==> config.mk <==
export PLATFORM = sky130hd
export DESIGN_NAME = ssw_top
export DESIGN_NICKNAME = d
export VERILOG_FILES = /design/src/core/ssw_pkg.sv /design/src/core/ssw_sync.sv /design/src/core/ssw_timer.sv /design/src/core/ssw_top.sv
export SDC_FILE = /design/constraint.sdc
export NUM_CORES = 1
export LEC_CHECK = 0
export ABC_AREA = 1
export BUFFER_PORTS_ARGS = -buffer_cell sky130_fd_sc_hd__buf_2
export CAP_MARGIN = 10
export CORE_ASPECT_RATIO = 0.5
export CORE_UTILIZATION = 30
export DETAILED_ROUTE_END_ITERATION = 10
export GPL_TIMING_DRIVEN = 1
export SYNTH_ARGS = -nofsm -noshare
export SYNTH_HDL_FRONTEND = slang
export SYNTH_SLANG_ARGS = --single-unit
==> constraint.sdc <==
create_clock -name i_sys_clk -period 2.9 [get_ports i_sys_clk]
set_input_delay 0.29 -clock i_sys_clk [delete_from_list [all_inputs] [get_ports i_sys_clk]]
set_output_delay 0.29 -clock i_sys_clk [all_outputs]
set_load 0.02 [all_outputs]
==> src/core/ssw_pkg.sv <==
// ----------------------------------------------------------------------------
// shared constants for the supply supervisor and watchdog
// ----------------------------------------------------------------------------
package ssw_pkg;

  // clock: 100 MHz
  localparam int unsigned CLK_PERIOD_NS   = 10;
  localparam int unsigned NS_PER_MS       = 1000000;

  // reset stretch, nominal 200 ms (160 to 280 ms allowed)
  localparam int unsigned STRETCH_TIME_MS = 200;
  localparam int unsigned STRETCH_CYCLES  = STRETCH_TIME_MS * (NS_PER_MS / CLK_PERIOD_NS);

  // watchdog timeout, nominal 1.60 s (1.00 to 2.25 s allowed)
  localparam int unsigned WDOG_TIME_MS    = 1600;
  localparam int unsigned WDOG_CYCLES     = WDOG_TIME_MS * (NS_PER_MS / CLK_PERIOD_NS);

  // width of the cycle counters
  localparam int unsigned CNT_W           = 32;

  // bit positions in the synchronised input vector
  localparam int unsigned IN_W            = 5;
  localparam int unsigned IN_SUPPLY_LOW   = 0;
  localparam int unsigned IN_MANUAL_RST   = 1;
  localparam int unsigned IN_KICK         = 2;
  localparam int unsigned IN_PF_BELOW     = 3;
  localparam int unsigned IN_KICK_FLOAT   = 4;

  // synchroniser reset value: supply low, no manual reset, kick 0,
  // power fail seen, kick floating (safe, quiet state)
  localparam logic [IN_W-1:0] IN_RST_VAL  = 5'h1b;

  // reset values of the registered outputs
  localparam logic RST_N_RST_VAL          = 1'h0;
  localparam logic WDO_N_RST_VAL          = 1'h0;
  localparam logic PFO_N_RST_VAL          = 1'h0;

endpackage

==> src/core/ssw_sync.sv <==
`timescale 1ns/1ps
`default_nettype none

// ----------------------------------------------------------------------------
// two-flop synchroniser for the asynchronous pins
// ----------------------------------------------------------------------------
module ssw_sync #(
  parameter int unsigned            W       = ssw_pkg::IN_W,
  parameter logic [ssw_pkg::IN_W-1:0] RST_VAL = ssw_pkg::IN_RST_VAL
) (
  input  wire logic         i_sys_clk,
  input  wire logic         i_rst_b,
  input  wire logic [W-1:0] i_async,
  output logic      [W-1:0] o_sync
);
  import ssw_pkg::*;

  typedef struct packed {
    logic [W-1:0] meta;
    logic [W-1:0] sync;
  } ssw_sync_state_t;

  ssw_sync_state_t st;
  ssw_sync_state_t next_st;

  // meta feeds only the second stage
  always_comb begin
    next_st      = st;
    next_st.meta = i_async;
    next_st.sync = st.meta;
  end

  always_ff @(posedge i_sys_clk or negedge i_rst_b) begin
    if (!i_rst_b) begin
      st <= {RST_VAL[W-1:0], RST_VAL[W-1:0]};
    end else begin
      st <= next_st;
    end
  end

  assign o_sync = st.sync;

endmodule

`default_nettype wire

==> src/core/ssw_timer.sv <==
`timescale 1ns/1ps
`default_nettype none

// ----------------------------------------------------------------------------
// saturating cycle counter, cleared while restart is high
// ----------------------------------------------------------------------------
module ssw_timer #(
  parameter int unsigned CYCLES = 16
) (
  input  wire logic i_sys_clk,
  input  wire logic i_rst_b,
  input  wire logic i_restart,
  output logic      o_expired
);
  import ssw_pkg::*;

  typedef struct packed {
    logic [CNT_W-1:0] count;
    logic             expired;
  } ssw_timer_state_t;

  ssw_timer_state_t st;
  ssw_timer_state_t next_st;

  // expired rises CYCLES edges after restart drops and stays until restart
  always_comb begin
    next_st = st;
    if (i_restart) begin
      next_st.count   = '0;
      next_st.expired = 1'h0;
    end else if (st.count < CNT_W'(CYCLES)) begin
      next_st.count   = CNT_W'(st.count + 32'h1);
      next_st.expired = (CNT_W'(st.count + 32'h1) >= CNT_W'(CYCLES));
    end
  end

  always_ff @(posedge i_sys_clk or negedge i_rst_b) begin
    if (!i_rst_b) begin
      st <= '0;
    end else begin
      st <= next_st;
    end
  end

  assign o_expired = st.expired;

endmodule

`default_nettype wire

==> src/core/ssw_top.sv <==
`timescale 1ns/1ps
`default_nettype none

module ssw_top #(
  parameter int unsigned STRETCH_CYCLES = ssw_pkg::STRETCH_CYCLES,
  parameter int unsigned WDOG_CYCLES    = ssw_pkg::WDOG_CYCLES
) (
  input  wire logic i_sys_clk,
  input  wire logic i_rst_b,
  input  wire logic i_supply_low,
  input  wire logic i_manual_reset_n,
  input  wire logic i_watchdog_kick_in,
  input  wire logic i_watchdog_kick_float,
  input  wire logic i_power_fail_sense_in,
  output logic      o_reset_n,
  output logic      o_reset,
  output logic      o_watchdog_expired_n,
  output logic      o_power_fail_out_n
);
  import ssw_pkg::*;

  // --------------------------------------------------------------------------
  // input synchronisation
  // --------------------------------------------------------------------------

  logic [IN_W-1:0] pins_s;
  logic            supply_s;
  logic            mr_n_s;
  logic            kick_s;
  logic            pf_below_s;
  logic            float_s;

  // every pin is asynchronous to i_sys_clk, so all pass two flops
  ssw_sync #(
    .W       (IN_W),
    .RST_VAL (IN_RST_VAL)
  ) u_sync (
    .i_sys_clk (i_sys_clk),
    .i_rst_b   (i_rst_b),
    .i_async   ({i_watchdog_kick_float, i_power_fail_sense_in, i_watchdog_kick_in,
                 i_manual_reset_n, i_supply_low}),
    .o_sync    (pins_s)
  );

  assign supply_s   = pins_s[IN_SUPPLY_LOW];
  assign mr_n_s     = pins_s[IN_MANUAL_RST];
  assign kick_s     = pins_s[IN_KICK];
  assign pf_below_s = pins_s[IN_PF_BELOW];
  assign float_s    = pins_s[IN_KICK_FLOAT];

  // --------------------------------------------------------------------------
  // state
  // --------------------------------------------------------------------------

  typedef struct packed {
    logic reset_n;
    logic reset_hi;
    logic wdo_n;
    logic pfo_n;
    logic kick_prev;
  } ssw_top_state_t;

  ssw_top_state_t st;
  ssw_top_state_t next_st;

  logic hold_req;
  logic stretch_done;
  logic rst_act;
  logic kick_edge;
  logic wd_clear;
  logic wd_expired;

  // --------------------------------------------------------------------------
  // reset stretch
  // --------------------------------------------------------------------------

  // either source holds the stretch timer in restart, so any bounce on the
  // manual input simply restarts the full period
  assign hold_req = supply_s | ~mr_n_s;

  ssw_timer #(
    .CYCLES (STRETCH_CYCLES)
  ) u_stretch (
    .i_sys_clk (i_sys_clk),
    .i_rst_b   (i_rst_b),
    .i_restart (hold_req),
    .o_expired (stretch_done)
  );

  // the watchdog plays no part here; its output must be wired back to the
  // manual input externally to cause a reset
  assign rst_act = hold_req | ~stretch_done;

  // --------------------------------------------------------------------------
  // watchdog
  // --------------------------------------------------------------------------

  assign kick_edge = kick_s ^ st.kick_prev;

  // a floating input keeps the counter cleared, which disables the timeout
  assign wd_clear = kick_edge | rst_act | float_s;

  ssw_timer #(
    .CYCLES (WDOG_CYCLES)
  ) u_wdog (
    .i_sys_clk (i_sys_clk),
    .i_rst_b   (i_rst_b),
    .i_restart (wd_clear),
    .o_expired (wd_expired)
  );

  // --------------------------------------------------------------------------
  // outputs
  // --------------------------------------------------------------------------

  // all outputs registered; both reset polarities come from one expression
  always_comb begin
    next_st           = st;
    next_st.reset_n   = ~rst_act;
    next_st.reset_hi  = rst_act;
    next_st.wdo_n     = ~(supply_s | wd_expired);
    next_st.pfo_n     = ~pf_below_s;
    next_st.kick_prev = kick_s;
  end

  always_ff @(posedge i_sys_clk or negedge i_rst_b) begin
    if (!i_rst_b) begin
      st.reset_n   <= RST_N_RST_VAL;
      st.reset_hi  <= ~RST_N_RST_VAL;
      st.wdo_n     <= WDO_N_RST_VAL;
      st.pfo_n     <= PFO_N_RST_VAL;
      st.kick_prev <= IN_RST_VAL[IN_KICK];
    end else begin
      st <= next_st;
    end
  end

  assign o_reset_n            = st.reset_n;
  assign o_reset              = st.reset_hi;
  assign o_watchdog_expired_n = st.wdo_n;
  assign o_power_fail_out_n   = st.pfo_n;

  // --------------------------------------------------------------------------
  // assertion helpers
  // --------------------------------------------------------------------------

  // cycles since hold_req last stood high, saturating just past the stretch
  logic [CNT_W-1:0] quiet;

  always_ff @(posedge i_sys_clk or negedge i_rst_b) begin
    if (!i_rst_b) begin
      quiet <= '0;
    end else if (hold_req) begin
      quiet <= '0;
    end else if (quiet <= CNT_W'(STRETCH_CYCLES)) begin
      quiet <= CNT_W'(quiet + 32'h1);
    end
  end
endmodule

`default_nettype wire

==> qor.txt, run 1 <==
CTS H-tree depth -> 3
Clk_skew -> 0.00867 ns
Top sig layer -> met4
Combinational power share -> 2.5%
Slew HR -> 58.1%
Status -> finished, final reports clean
Setup WS pre-CTS -> 0.685 ns
Synthesized Nets -> 733
Worst r2r src -> u_sync.o_sync[1]
Switching portion of total power -> 25.4%
Seq cells post-synth -> 81
GRT Overall Usage -> 16.8%
Vias in the first global route -> 4636
Reg2reg setup slack -> 0.69 ns
CP Class -> flop to flop
Lkg Pwr -> 2.30 nW
HP Start -> i_supply_low
Avg Cell Area, Syn -> 6.83 um^2
Wire length per cell -> 13.4 um
Routability cong. -> 0.986
First-pass GRT wire length -> 22.4 mm
Most frequent cells in the layout -> nand2_1, nor2_1, dfrtp_1
Max incr delay on CP -> 0.52 ns
Area of the core -> 15700 um^2
Setup TNS -> 0 ns
Ant diodes -> 0
R2r worst-path depth -> 8
Tot Pwr -> 2.39 mW
Die width -> 184 um
Worst Path Arrival -> 2.49 ns
Worst EP required -> 3.17 ns
Clock tree buffer depth -> 2
NetSw -> 0.607 mW
CTS tree -> done
Die area -> 17000 um^2
Crit-path max FO -> 17
Final setup margin -> 0.686 ns
Slew @ Worst Pin -> 0.628 ns
Maxcap violations -> 0
Most common cell after layout, fill and taps aside -> nand2_1
Synth cell types -> 33
I/O pin total -> 11
Post-synth EDFFs -> 0
Root Buffer -> clkbuf_16
Crit start category -> flop
DRT iter0 DRCs -> 326
Drt total wl -> 13.0 mm
Clock Power Share -> 48.7%
Final antenna-violating net count -> 0
Delay-heaviest family, CP -> simple AND/OR/NAND/NOR gates
Port Buffers -> 10
Setup crit end kind -> flop
Hold Crit Class -> input port to flop
Dpl cells -> 950
Sequential area share after synthesis -> 41.2%
RSZ-0062 raised after global routing -> false
CP Buf/Inv Count -> 2
Fin. max-slew vios -> 0
CP dominant cell by count -> inv_1
Drt pass-1 iters -> 5
Post-Syn Area -> 4940 um^2
Main synth FF type -> dfrtp_1
Final cell count without fillers -> 967
Nets@finish -> 750
# setup viols final -> 0
Slowest-stage cell, CP -> dfstp_2
Sequential Power Share -> 48.7%
CTS sink cnt -> 81
Final Util -> 35.4%
Min Clock Period, post-route -> 2.21 ns
M1 wire length -> 6.07 mm
Number of cells on the critical path -> 8
Fin. Hold Viols -> 0
DRC errors left -> 0
Int Pwr -> 1.79 mW
Largest net degree at the start of global routing -> 45
CTS resizes -> 0
Met2 WL -> 5.92 mm
Final instance area -> 5580 um^2
Vias -> 4607
Final period utilization -> 76.4%
Setup crit start -> u_sync.o_sync[1]
Row count -> 32
Synth async-reset ratio -> 100%
PwrDens -> 430 nW/um^2
Cell Chain, Critical Path -> inv_1, or2_1, nor2_2, and2_1, inv_1, nor2_4, nand2_1, a2bb2oi_1
Cell count after synthesis -> 724
Die Ht -> 92.8 um
Dpl hpwl -> 9.78 mm
Share of cells above drive strength 1 -> 9.25%
CTS Buf Count -> 9
Min Hold Slack -> 0.0367 ns
Syn. warnings -> 0
Met3 wire len -> 628 um
FMAX -> 452 MHz
Overflow after GRT -> 0
Initial antenna violation count -> 0
Area grow syn2layout -> 12.8%
Placed Area -> 5260 um^2
Maximum vdd drop -> 0.248 mV
Initial core utilization -> 31.4%
R2r endpoint -> u_wdog.st[5]
Worst-Skew Late Latency -> 0.35 ns
Crit path capture -> u_wdog.st[5]
Via density -> 4.76
Worst-path clk slew -> 0.07 ns
WHS Path Cells -> 1
-- registers in the layout (all words and copies together) (netlist names) --
register / count
o_reset_n: 1
u_wdog.st: 32
st: 1
u_stretch.st: 32
u_sync.next_st: 5
o_reset: 1
u_sync.o_sync: 5
o_power_fail_out_n: 1
o_watchdog_expired_n: 1
u_wdog.o_expired: 1
u_stretch.o_expired: 1
-- worst min-delay path by stage --
stage	slack (ns)	endpoint
CTS	0.02	u_sync.next_st[0]
global route	0.02	u_sync.next_st[0]
finish	0.04	u_sync.next_st[0]
floorplan	-0.006	o_power_fail_out_n
detailed placement	0.34	u_sync.o_sync[2]
global placement	0.33	u_sync.o_sync[2]
-- cell families (layout without fill, tap and decap cells) --
kind of cell             count (synthesis)  in the layout  share of synthesized area [%]
AND/OR/NAND/NOR                        468            468                           40.2
adder cells (fa/ha/maj)                  2              2                          0.506
AO/OA/AOI/OAI                           71             71                           8.17
XOR/XNOR                                19             19                           3.37
buffers and inverters                   83            105                           6.55
flip-flops                              81             81                           41.2
-- layer usage --
metal / up-vias / GRT usage, %
met4: 0 / 6.94
met2: 111 / 28.5
met5: - / 0
met1: 2128 / 21.0
met3: 30 / 3.11
li1: 2338 / -
-- layout make-up --
class,count,area (um^2)
Fill cell,1674,10200
Sequential cell,81,2040
Clock buffer,9,225
Clock inverter,7,78.8
Timing Repair Buffer,16,100
Inverter,73,274
Multi-Input combinational cell,560,2580
Tap cell,221,277
-- Yosys cell counts (2+ instances only) --
master    number  share of area, %
o21a_1         5              0.76
nand2_2        6              0.76
dfstp_2        9               4.8
a22o_1         3              0.53
nand3b_1       5              0.76
nand4_1       10               1.3
xor2_1        19               3.4
ha_1           2              0.51
buf_4          2              0.30
clkbuf_1       4              0.30
nor3_1         8              0.81
nor2_1       123               9.3
nand3_1       53               5.4
nor2_2        13               1.6
o31ai_1        7               1.1
nor4_1         3              0.38
inv_2          3              0.23
dfrtp_1       72                36
nor2_4         3              0.68
a21oi_1       18               1.8
and2_1         2              0.25
nand3_2        3              0.61
o21ai_0       30               3.0
inv_1         70               5.3
nand2_1      236                18
buf_2          4              0.40
o21ai_1        5              0.51
-- what timing repair did --
item,4_1_cts,5_1_grt
hold buffers,1,0
setup buffers,0,0
hold endpoints to repair,40,0
-- power by group through the flow --
| stage | combinational (mW) | clock [mW] | sequential, mW |
|---|---|---|---|
| global placement | 0.0617 | 0 | 1.19 |
| detailed placement | 0.0641 | 0 | 1.19 |
| finish | 0.0609 | 1.17 | 1.17 |
| floorplan | 0.0232 | 0 | 1.19 |
| global route | 0.0715 | 1.25 | 1.17 |
| CTS | 0.0645 | 1.21 | 1.17 |
No activity file was read; power rests on OpenSTA's default activity.
==> inputs of run 2 (changes only) <==
- clock period: 2.9 -> 1.9 ns (I/O delays scaled with it)
==> qor.txt, run 2 (synthesis gave the netlist of run 1 again) <==
Status -> finished with violations (was finished, final reports clean)
Violated checks -> setup timing
Initial antenna violation count -> 0 (unchanged)
Crit start category -> flop (unchanged)
Dpl hpwl -> 9.97 mm (was 9.78 mm)
Placed Area -> 5610 um^2 (was 5260 um^2)
DRC errors left -> 0 (unchanged)
Max incr delay on CP -> 0.36 ns (was 0.52 ns)
Die area -> 17000 um^2 (unchanged)
I/O pin total -> 11 (unchanged)
CP dominant cell by count -> nand2_1 (was inv_1)
Number of cells on the critical path -> 15 (was 8)
Overflow after GRT -> 0 (unchanged)
M1 wire length -> 6.46 mm (was 6.07 mm)
First-pass GRT wire length -> 23.0 mm (was 22.4 mm)
CTS sink cnt -> 81 (unchanged)
DRT iter0 DRCs -> 451 (was 326)
CTS Buf Count -> 9 (unchanged)
Final period utilization -> 106% (was 76.4%)
Hold Crit Class -> input port to async pin (was input port to flop)
Worst Path Arrival -> 2.30 ns (was 2.49 ns)
Row count -> 32 (unchanged)
Slew @ Worst Pin -> 0.543 ns (was 0.628 ns)
Setup TNS -> -0.671 ns (was 0 ns)
Final setup margin -> -0.113 ns (was 0.686 ns)
Fin. max-slew vios -> 0 (unchanged)
Delay-heaviest family, CP -> simple AND/OR/NAND/NOR gates (unchanged)
Largest net degree at the start of global routing -> 47 (was 45)
Met2 WL -> 6.85 mm (was 5.92 mm)
Die width -> 184 um (unchanged)
Maxcap violations -> 0 (unchanged)
Area of the core -> 15700 um^2 (unchanged)
Tot Pwr -> 3.73 mW (was 2.39 mW)
Slew HR -> 63.5% (was 58.1%)
Port Buffers -> 10 (unchanged)
Most common cell after layout, fill and taps aside -> nand2_1 (unchanged)
GRT Overall Usage -> 17.3% (was 16.8%)
Clock tree buffer depth -> 2 (unchanged)
Final antenna-violating net count -> 0 (unchanged)
Cell Chain, Critical Path -> ha_2, nand2_4, nor2_4, nand2_4, nor2_4, nand2_1, nand2_1, nand2_2, inv_2, nand3_1, nor2_2, nand3_2, nand3_2, nand2_1, nand2_1 (was inv_1, or2_1, nor2_2, and2_1, inv_1, nor2_4, nand2_1, a2bb2oi_1)
Most frequent cells in the layout -> nand2_1, nor2_1, inv_1 (was nand2_1, nor2_1, dfrtp_1)
Crit-path max FO -> 7 (was 17)
Drt total wl -> 14.5 mm (was 13.0 mm)
Maximum vdd drop -> 0.426 mV (was 0.248 mV)
Met3 wire len -> 788 um (was 628 um)
# fillers -> 1506 (was 1674)
Top sig layer -> met4 (unchanged)
Lkg Pwr -> 2.85 nW (was 2.30 nW)
Nets@finish -> 819 (was 750)
Vias -> 5047 (was 4607)
Worst-Skew Late Latency -> 0.35 ns (about the same)
Vias in the first global route -> 4731 (was 4636)
Clk_skew -> 0.00767 ns (was 0.00867 ns)
Via density -> 4.87 (was 4.76)
Wire length per cell -> 14.0 um (was 13.4 um)
R2r worst-path depth -> 15 (was 8)
FMAX -> 497 MHz (was 452 MHz)
CTS H-tree depth -> 3 (unchanged)
Setup crit end kind -> flop (unchanged)
RSZ-0062 raised after global routing -> true (was false)
PwrDens -> 544 nW/um^2 (was 430 nW/um^2)
Fin. Hold Viols -> 0 (unchanged)
Routability cong. -> 0.914 (was 0.986)
Final Util -> 43.5% (was 35.4%)
CP Buf/Inv Count -> 1 (was 2)
Worst EP required -> 2.19 ns (was 3.17 ns)
CTS tree -> done (unchanged)
Root Buffer -> clkbuf_16 (unchanged)
Worst-path clk slew -> 0.07 ns (about the same)
Die Ht -> 92.8 um (unchanged)
Share of cells above drive strength 1 -> 34.2% (was 9.25%)
Final instance area -> 6850 um^2 (was 5580 um^2)
CP Class -> flop to flop (unchanged)
# setup viols final -> 17 (was 0)
Area grow syn2layout -> 38.5% (was 12.8%)
Slowest-stage cell, CP -> dfrtp_1 (was dfstp_2)
Initial core utilization -> 31.4% (unchanged)
Ant diodes -> 0 (unchanged)
Min Clock Period, post-route -> 2.01 ns (was 2.21 ns)
Drt pass-1 iters -> 5 (unchanged)
Largest regs -> u_stretch.st (32), u_wdog.st (32) (unchanged)
==> run 2: changes by cell type in the layout (fill, tap and decap cells not counted), sizes merged <==
| cell | previous run | this run |
|---|---|---|
| buf | 15 | 77 |
| dlygate4sd3 | 1 | 6 |
| clkinvlp | 0 | 1 |
| clkinv | 2 | 1 |
| clkbuf | 9 | 11 |
==> run 2: repair_timing <==
item                                   4_1_cts  5_1_grt
pin swaps                                    9       45
cloned                                       0        3
setup buffers                                3       18
hold buffers                                 6        0
endpoints found under the hold margin       77        0
setup endpoints to repair                    2       56
resized for setup                           19      198
==> run 2: cell type report <==
| type | instances | area [um^2] | share of cell area [%] |
|---|---|---|---|
| clock buffer | 9 | 225 | 3.29 |
| clock inverter | 7 | 67.6 | 0.987 |
| inverter | 73 | 289 | 4.22 |
| multi-input combinational | 560 | 3190 | 46.7 |
| sequential | 81 | 2060 | 30.0 |
| tap | 221 | 277 | 4.04 |
| timing repair buffer | 85 | 737 | 10.8 |
==> run 2: final timing paths <==
| check | start | endpoint | slack [ns] |
|---|---|---|---|
| hold reg to reg | u_sync.next_st[1] | u_sync.o_sync[1] | 0.36 |
| setup reg to reg | u_stretch.st[1] | u_stretch.o_expired | -0.11 |
| setup / recovery | u_stretch.st[1] | u_stretch.o_expired | -0.11 |
| max in group asynchronous | i_rst_b | u_sync.o_sync[0] | 1.06 |
| min in group i_sys_clk | u_sync.next_st[1] | u_sync.o_sync[1] | 0.36 |
| hold / removal | i_rst_b | u_stretch.st[16] | 0.19 |
==> run 2: where the power goes <==
group	switching (mW)	leakage (nW)	internal, mW
combinational	0.110	1.64	0.0872
clock	0.831	0.142	0.926
sequential	0.0142	1.06	1.76
==> run 2: layer usage <==
metal	vias to the layer above	global-route usage, %
met1	2399	22.0
li1	2474	-
met5	-	0
met4	0	5.28
met3	35	3.97
met2	139	29.1
==> run 2: per-stage QoR <==
step	worst slack (ns)	std cells	hold slack [ns]
finish	-0.113	1036	0.189
global route	-0.305	1036	0.193
CTS	-0.00877	1016	0.185
detailed placement	-0.112	991	0.0130
global placement	-0.0865	991	0.0137
floorplan	0.166	724	-0.106
==> inputs of run 3 (changes only) <==
- CORE_UTILIZATION: 30 -> 57
- PLACE_DENSITY: unset -> 0.76
==> qor.txt, run 3 (synthesis gave the netlist of run 1 again) <==
Lkg Pwr -> 2.68 nW (was 2.85 nW)
Status -> finished with violations (unchanged)
Share of cells above drive strength 1 -> 25.9% (was 34.2%)
Worst-path clk slew -> 0.06 ns (was 0.07 ns)
Wire length per cell -> 16.2 um (was 14.0 um)
Largest regs -> u_stretch.st (32), u_wdog.st (32) (unchanged)
Multi-input logic area -> 2930 um^2 (was 3190 um^2)
Initial antenna violation count -> 0 (unchanged)
Final setup margin -> -0.0942 ns (was -0.113 ns)
DRT iter0 DRCs -> 471 (was 451)
CP Class -> flop to flop (unchanged)
Fin. max-slew vios -> 0 (unchanged)
Root Buffer -> clkbuf_16 (unchanged)
Worst Path Arrival -> 2.23 ns (was 2.30 ns)
CP dominant cell by count -> nand2_1 (unchanged)
Worst EP required -> 2.14 ns (was 2.19 ns)
RSZ-0062 raised after global routing -> true (unchanged)
Slowest-stage cell, CP -> dfrtp_1 (unchanged)
Maxcap violations -> 0 (unchanged)
Area of the core -> 8200 um^2 (was 15700 um^2)
Drt pass-1 iters -> 5 (unchanged)
Vias in the first global route -> 4674 (was 4731)
Initial core utilization -> 60.3% (was 31.4%)
Sequential cell area -> 2040 um^2 (was 2060 um^2)
Die Ht -> 67.9 um (was 92.8 um)
Final Util -> 77.0% (was 43.5%)
Slew @ Worst Pin -> 0.485 ns (was 0.543 ns)
Maximum vdd drop -> 0.607 mV (was 0.426 mV)
Via density -> 5.69 (was 4.87)
Largest net degree at the start of global routing -> 38 (was 47)
Routability cong. -> 0.988 (was 0.914)
Drt total wl -> 14.9 mm (was 14.5 mm)
Final antenna-violating net count -> 0 (unchanged)
Clk_skew -> 0.00659 ns (was 0.00767 ns)
Ant diodes -> 0 (unchanged)
Crit-path max FO -> 4 (was 7)
Port Buffers -> 10 (unchanged)
Delay-heaviest family, CP -> simple AND/OR/NAND/NOR gates (unchanged)
FMAX -> 501 MHz (was 497 MHz)
# fillers -> 637 (was 1506)
Row count -> 23 (was 32)
Clock tree buffer depth -> 2 (unchanged)
Area grow syn2layout -> 27.7% (was 38.5%)
Most frequent cells in the layout -> nand2_1, nor2_1, dfrtp_1 (was nand2_1, nor2_1, inv_1)
DRC errors left -> 0 (unchanged)
Max incr delay on CP -> 0.42 ns (was 0.36 ns)
Nets@finish -> 808 (was 819)
Final cell count without fillers -> 915 (was 1036)
CP Buf/Inv Count -> 0 (was 1)
GRT Overall Usage -> 31.9% (was 17.3%)
Die area -> 9070 um^2 (was 17000 um^2)
Most common cell after layout, fill and taps aside -> nand2_1 (unchanged)
PwrDens -> 632 nW/um^2 (was 544 nW/um^2)
First-pass GRT wire length -> 22.1 mm (was 23.0 mm)
Dpl hpwl -> 10.1 mm (was 9.97 mm)
CTS Buf Count -> 9 (unchanged)
I/O pin total -> 11 (unchanged)
Dpl cells -> 881 (was 991)
Worst-Skew Late Latency -> 0.34 ns (was 0.35 ns)
Setup crit end kind -> flop (unchanged)
CTS sink cnt -> 81 (unchanged)
Hold Crit Class -> input port to async pin (unchanged)
CTS H-tree depth -> 3 (unchanged)
Cell Chain, Critical Path -> nand2_2, nor2_2, nand2_1, nor2_1, nand3_1, nand2_1, nand3b_1, nand2_1, nand2_1, nand2_1, nand3_1, nand2_1, nand2_1 (was ha_2, nand2_4, nor2_4, nand2_4, nor2_4, nand2_1, nand2_1, nand2_2, inv_2, nand3_1, nor2_2, nand3_2, nand3_2, nand2_1, nand2_1)
Overflow after GRT -> 0 (unchanged)
Final period utilization -> 105% (was 106%)
Fin. Hold Viols -> 0 (unchanged)
Violated checks -> setup timing (unchanged)
CTS tree -> done (unchanged)
# setup viols final -> 5 (was 17)
Slew HR -> 67.3% (was 63.5%)
Min Clock Period, post-route -> 1.99 ns (was 2.01 ns)
Crit start category -> flop (unchanged)
Die width -> 134 um (was 184 um)
Setup TNS -> -0.162 ns (was -0.671 ns)
Vias -> 5208 (was 5047)
-- run 3: routing by layer --
layer,vias up,wire [um],GRT usage [%]
met2,247,7180,56.2
met5,-,0,0
li1,2451,-,-
met4,0,343,10.8
met1,2471,6240,40.2
met3,39,1090,6.59
-- run 3: timing repair --
item,in CTS,in global routing
pin swaps,3,12
endpoints found under the hold margin,34,0
endpoints found under the setup margin,7,53
resized for setup,10,115
gates cloned,0,2
hold buffers,6,0
buffers inserted,3,8
-- run 3: worst paths after layout --
check | startpoint | endpoint | slack (ns) | cells after the start
setup / recovery | u_stretch.st[5] | u_stretch.o_expired | -0.09 | 13
hold / removal | i_rst_b | o_power_fail_out_n | 0.36 | 2
setup reg to reg | u_stretch.st[5] | u_stretch.o_expired | -0.09 | 13
hold reg to reg | u_sync.next_st[4] | u_sync.o_sync[4] | 0.36 | 0
max in group asynchronous | i_rst_b | u_sync.o_sync[0] | 0.87 | 3
min in group i_sys_clk | u_sync.next_st[4] | u_sync.o_sync[4] | 0.36 | 0
-- run 3: per-stage QoR --
step                      instance area [um^2]  hold WS (ns)  power (mW)  setup WS [ns]
after floorplan                           4940        -0.106        1.85          0.166
after global placement                    5440         0.174        1.93        -0.0514
after detailed placement                  5440         0.176        1.93        -0.0563
after CTS                                 5900         0.356        3.96        -0.0101
after global routing                      6310         0.359        4.10         -0.235
final                                     6310         0.355        3.99        -0.0942
-- run 3: layout make-up --
type                            count  share of cell area (%)
Clock buffer                        9                    3.57
Clock inverter                      6                    1.82
Inverter                           73                    4.44
Multi-Input combinational cell    560                    46.3
Sequential cell                    81                    32.4
Tap cell                          112                    2.22
Timing Repair Buffer               74                    9.25
-- run 3: power breakdown --
group	switching (mW)	internal (mW)	leakage (nW)
sequential	0.0221	1.76	1.08
combinational	0.107	0.0754	1.44
clock	0.739	1.29	0.163
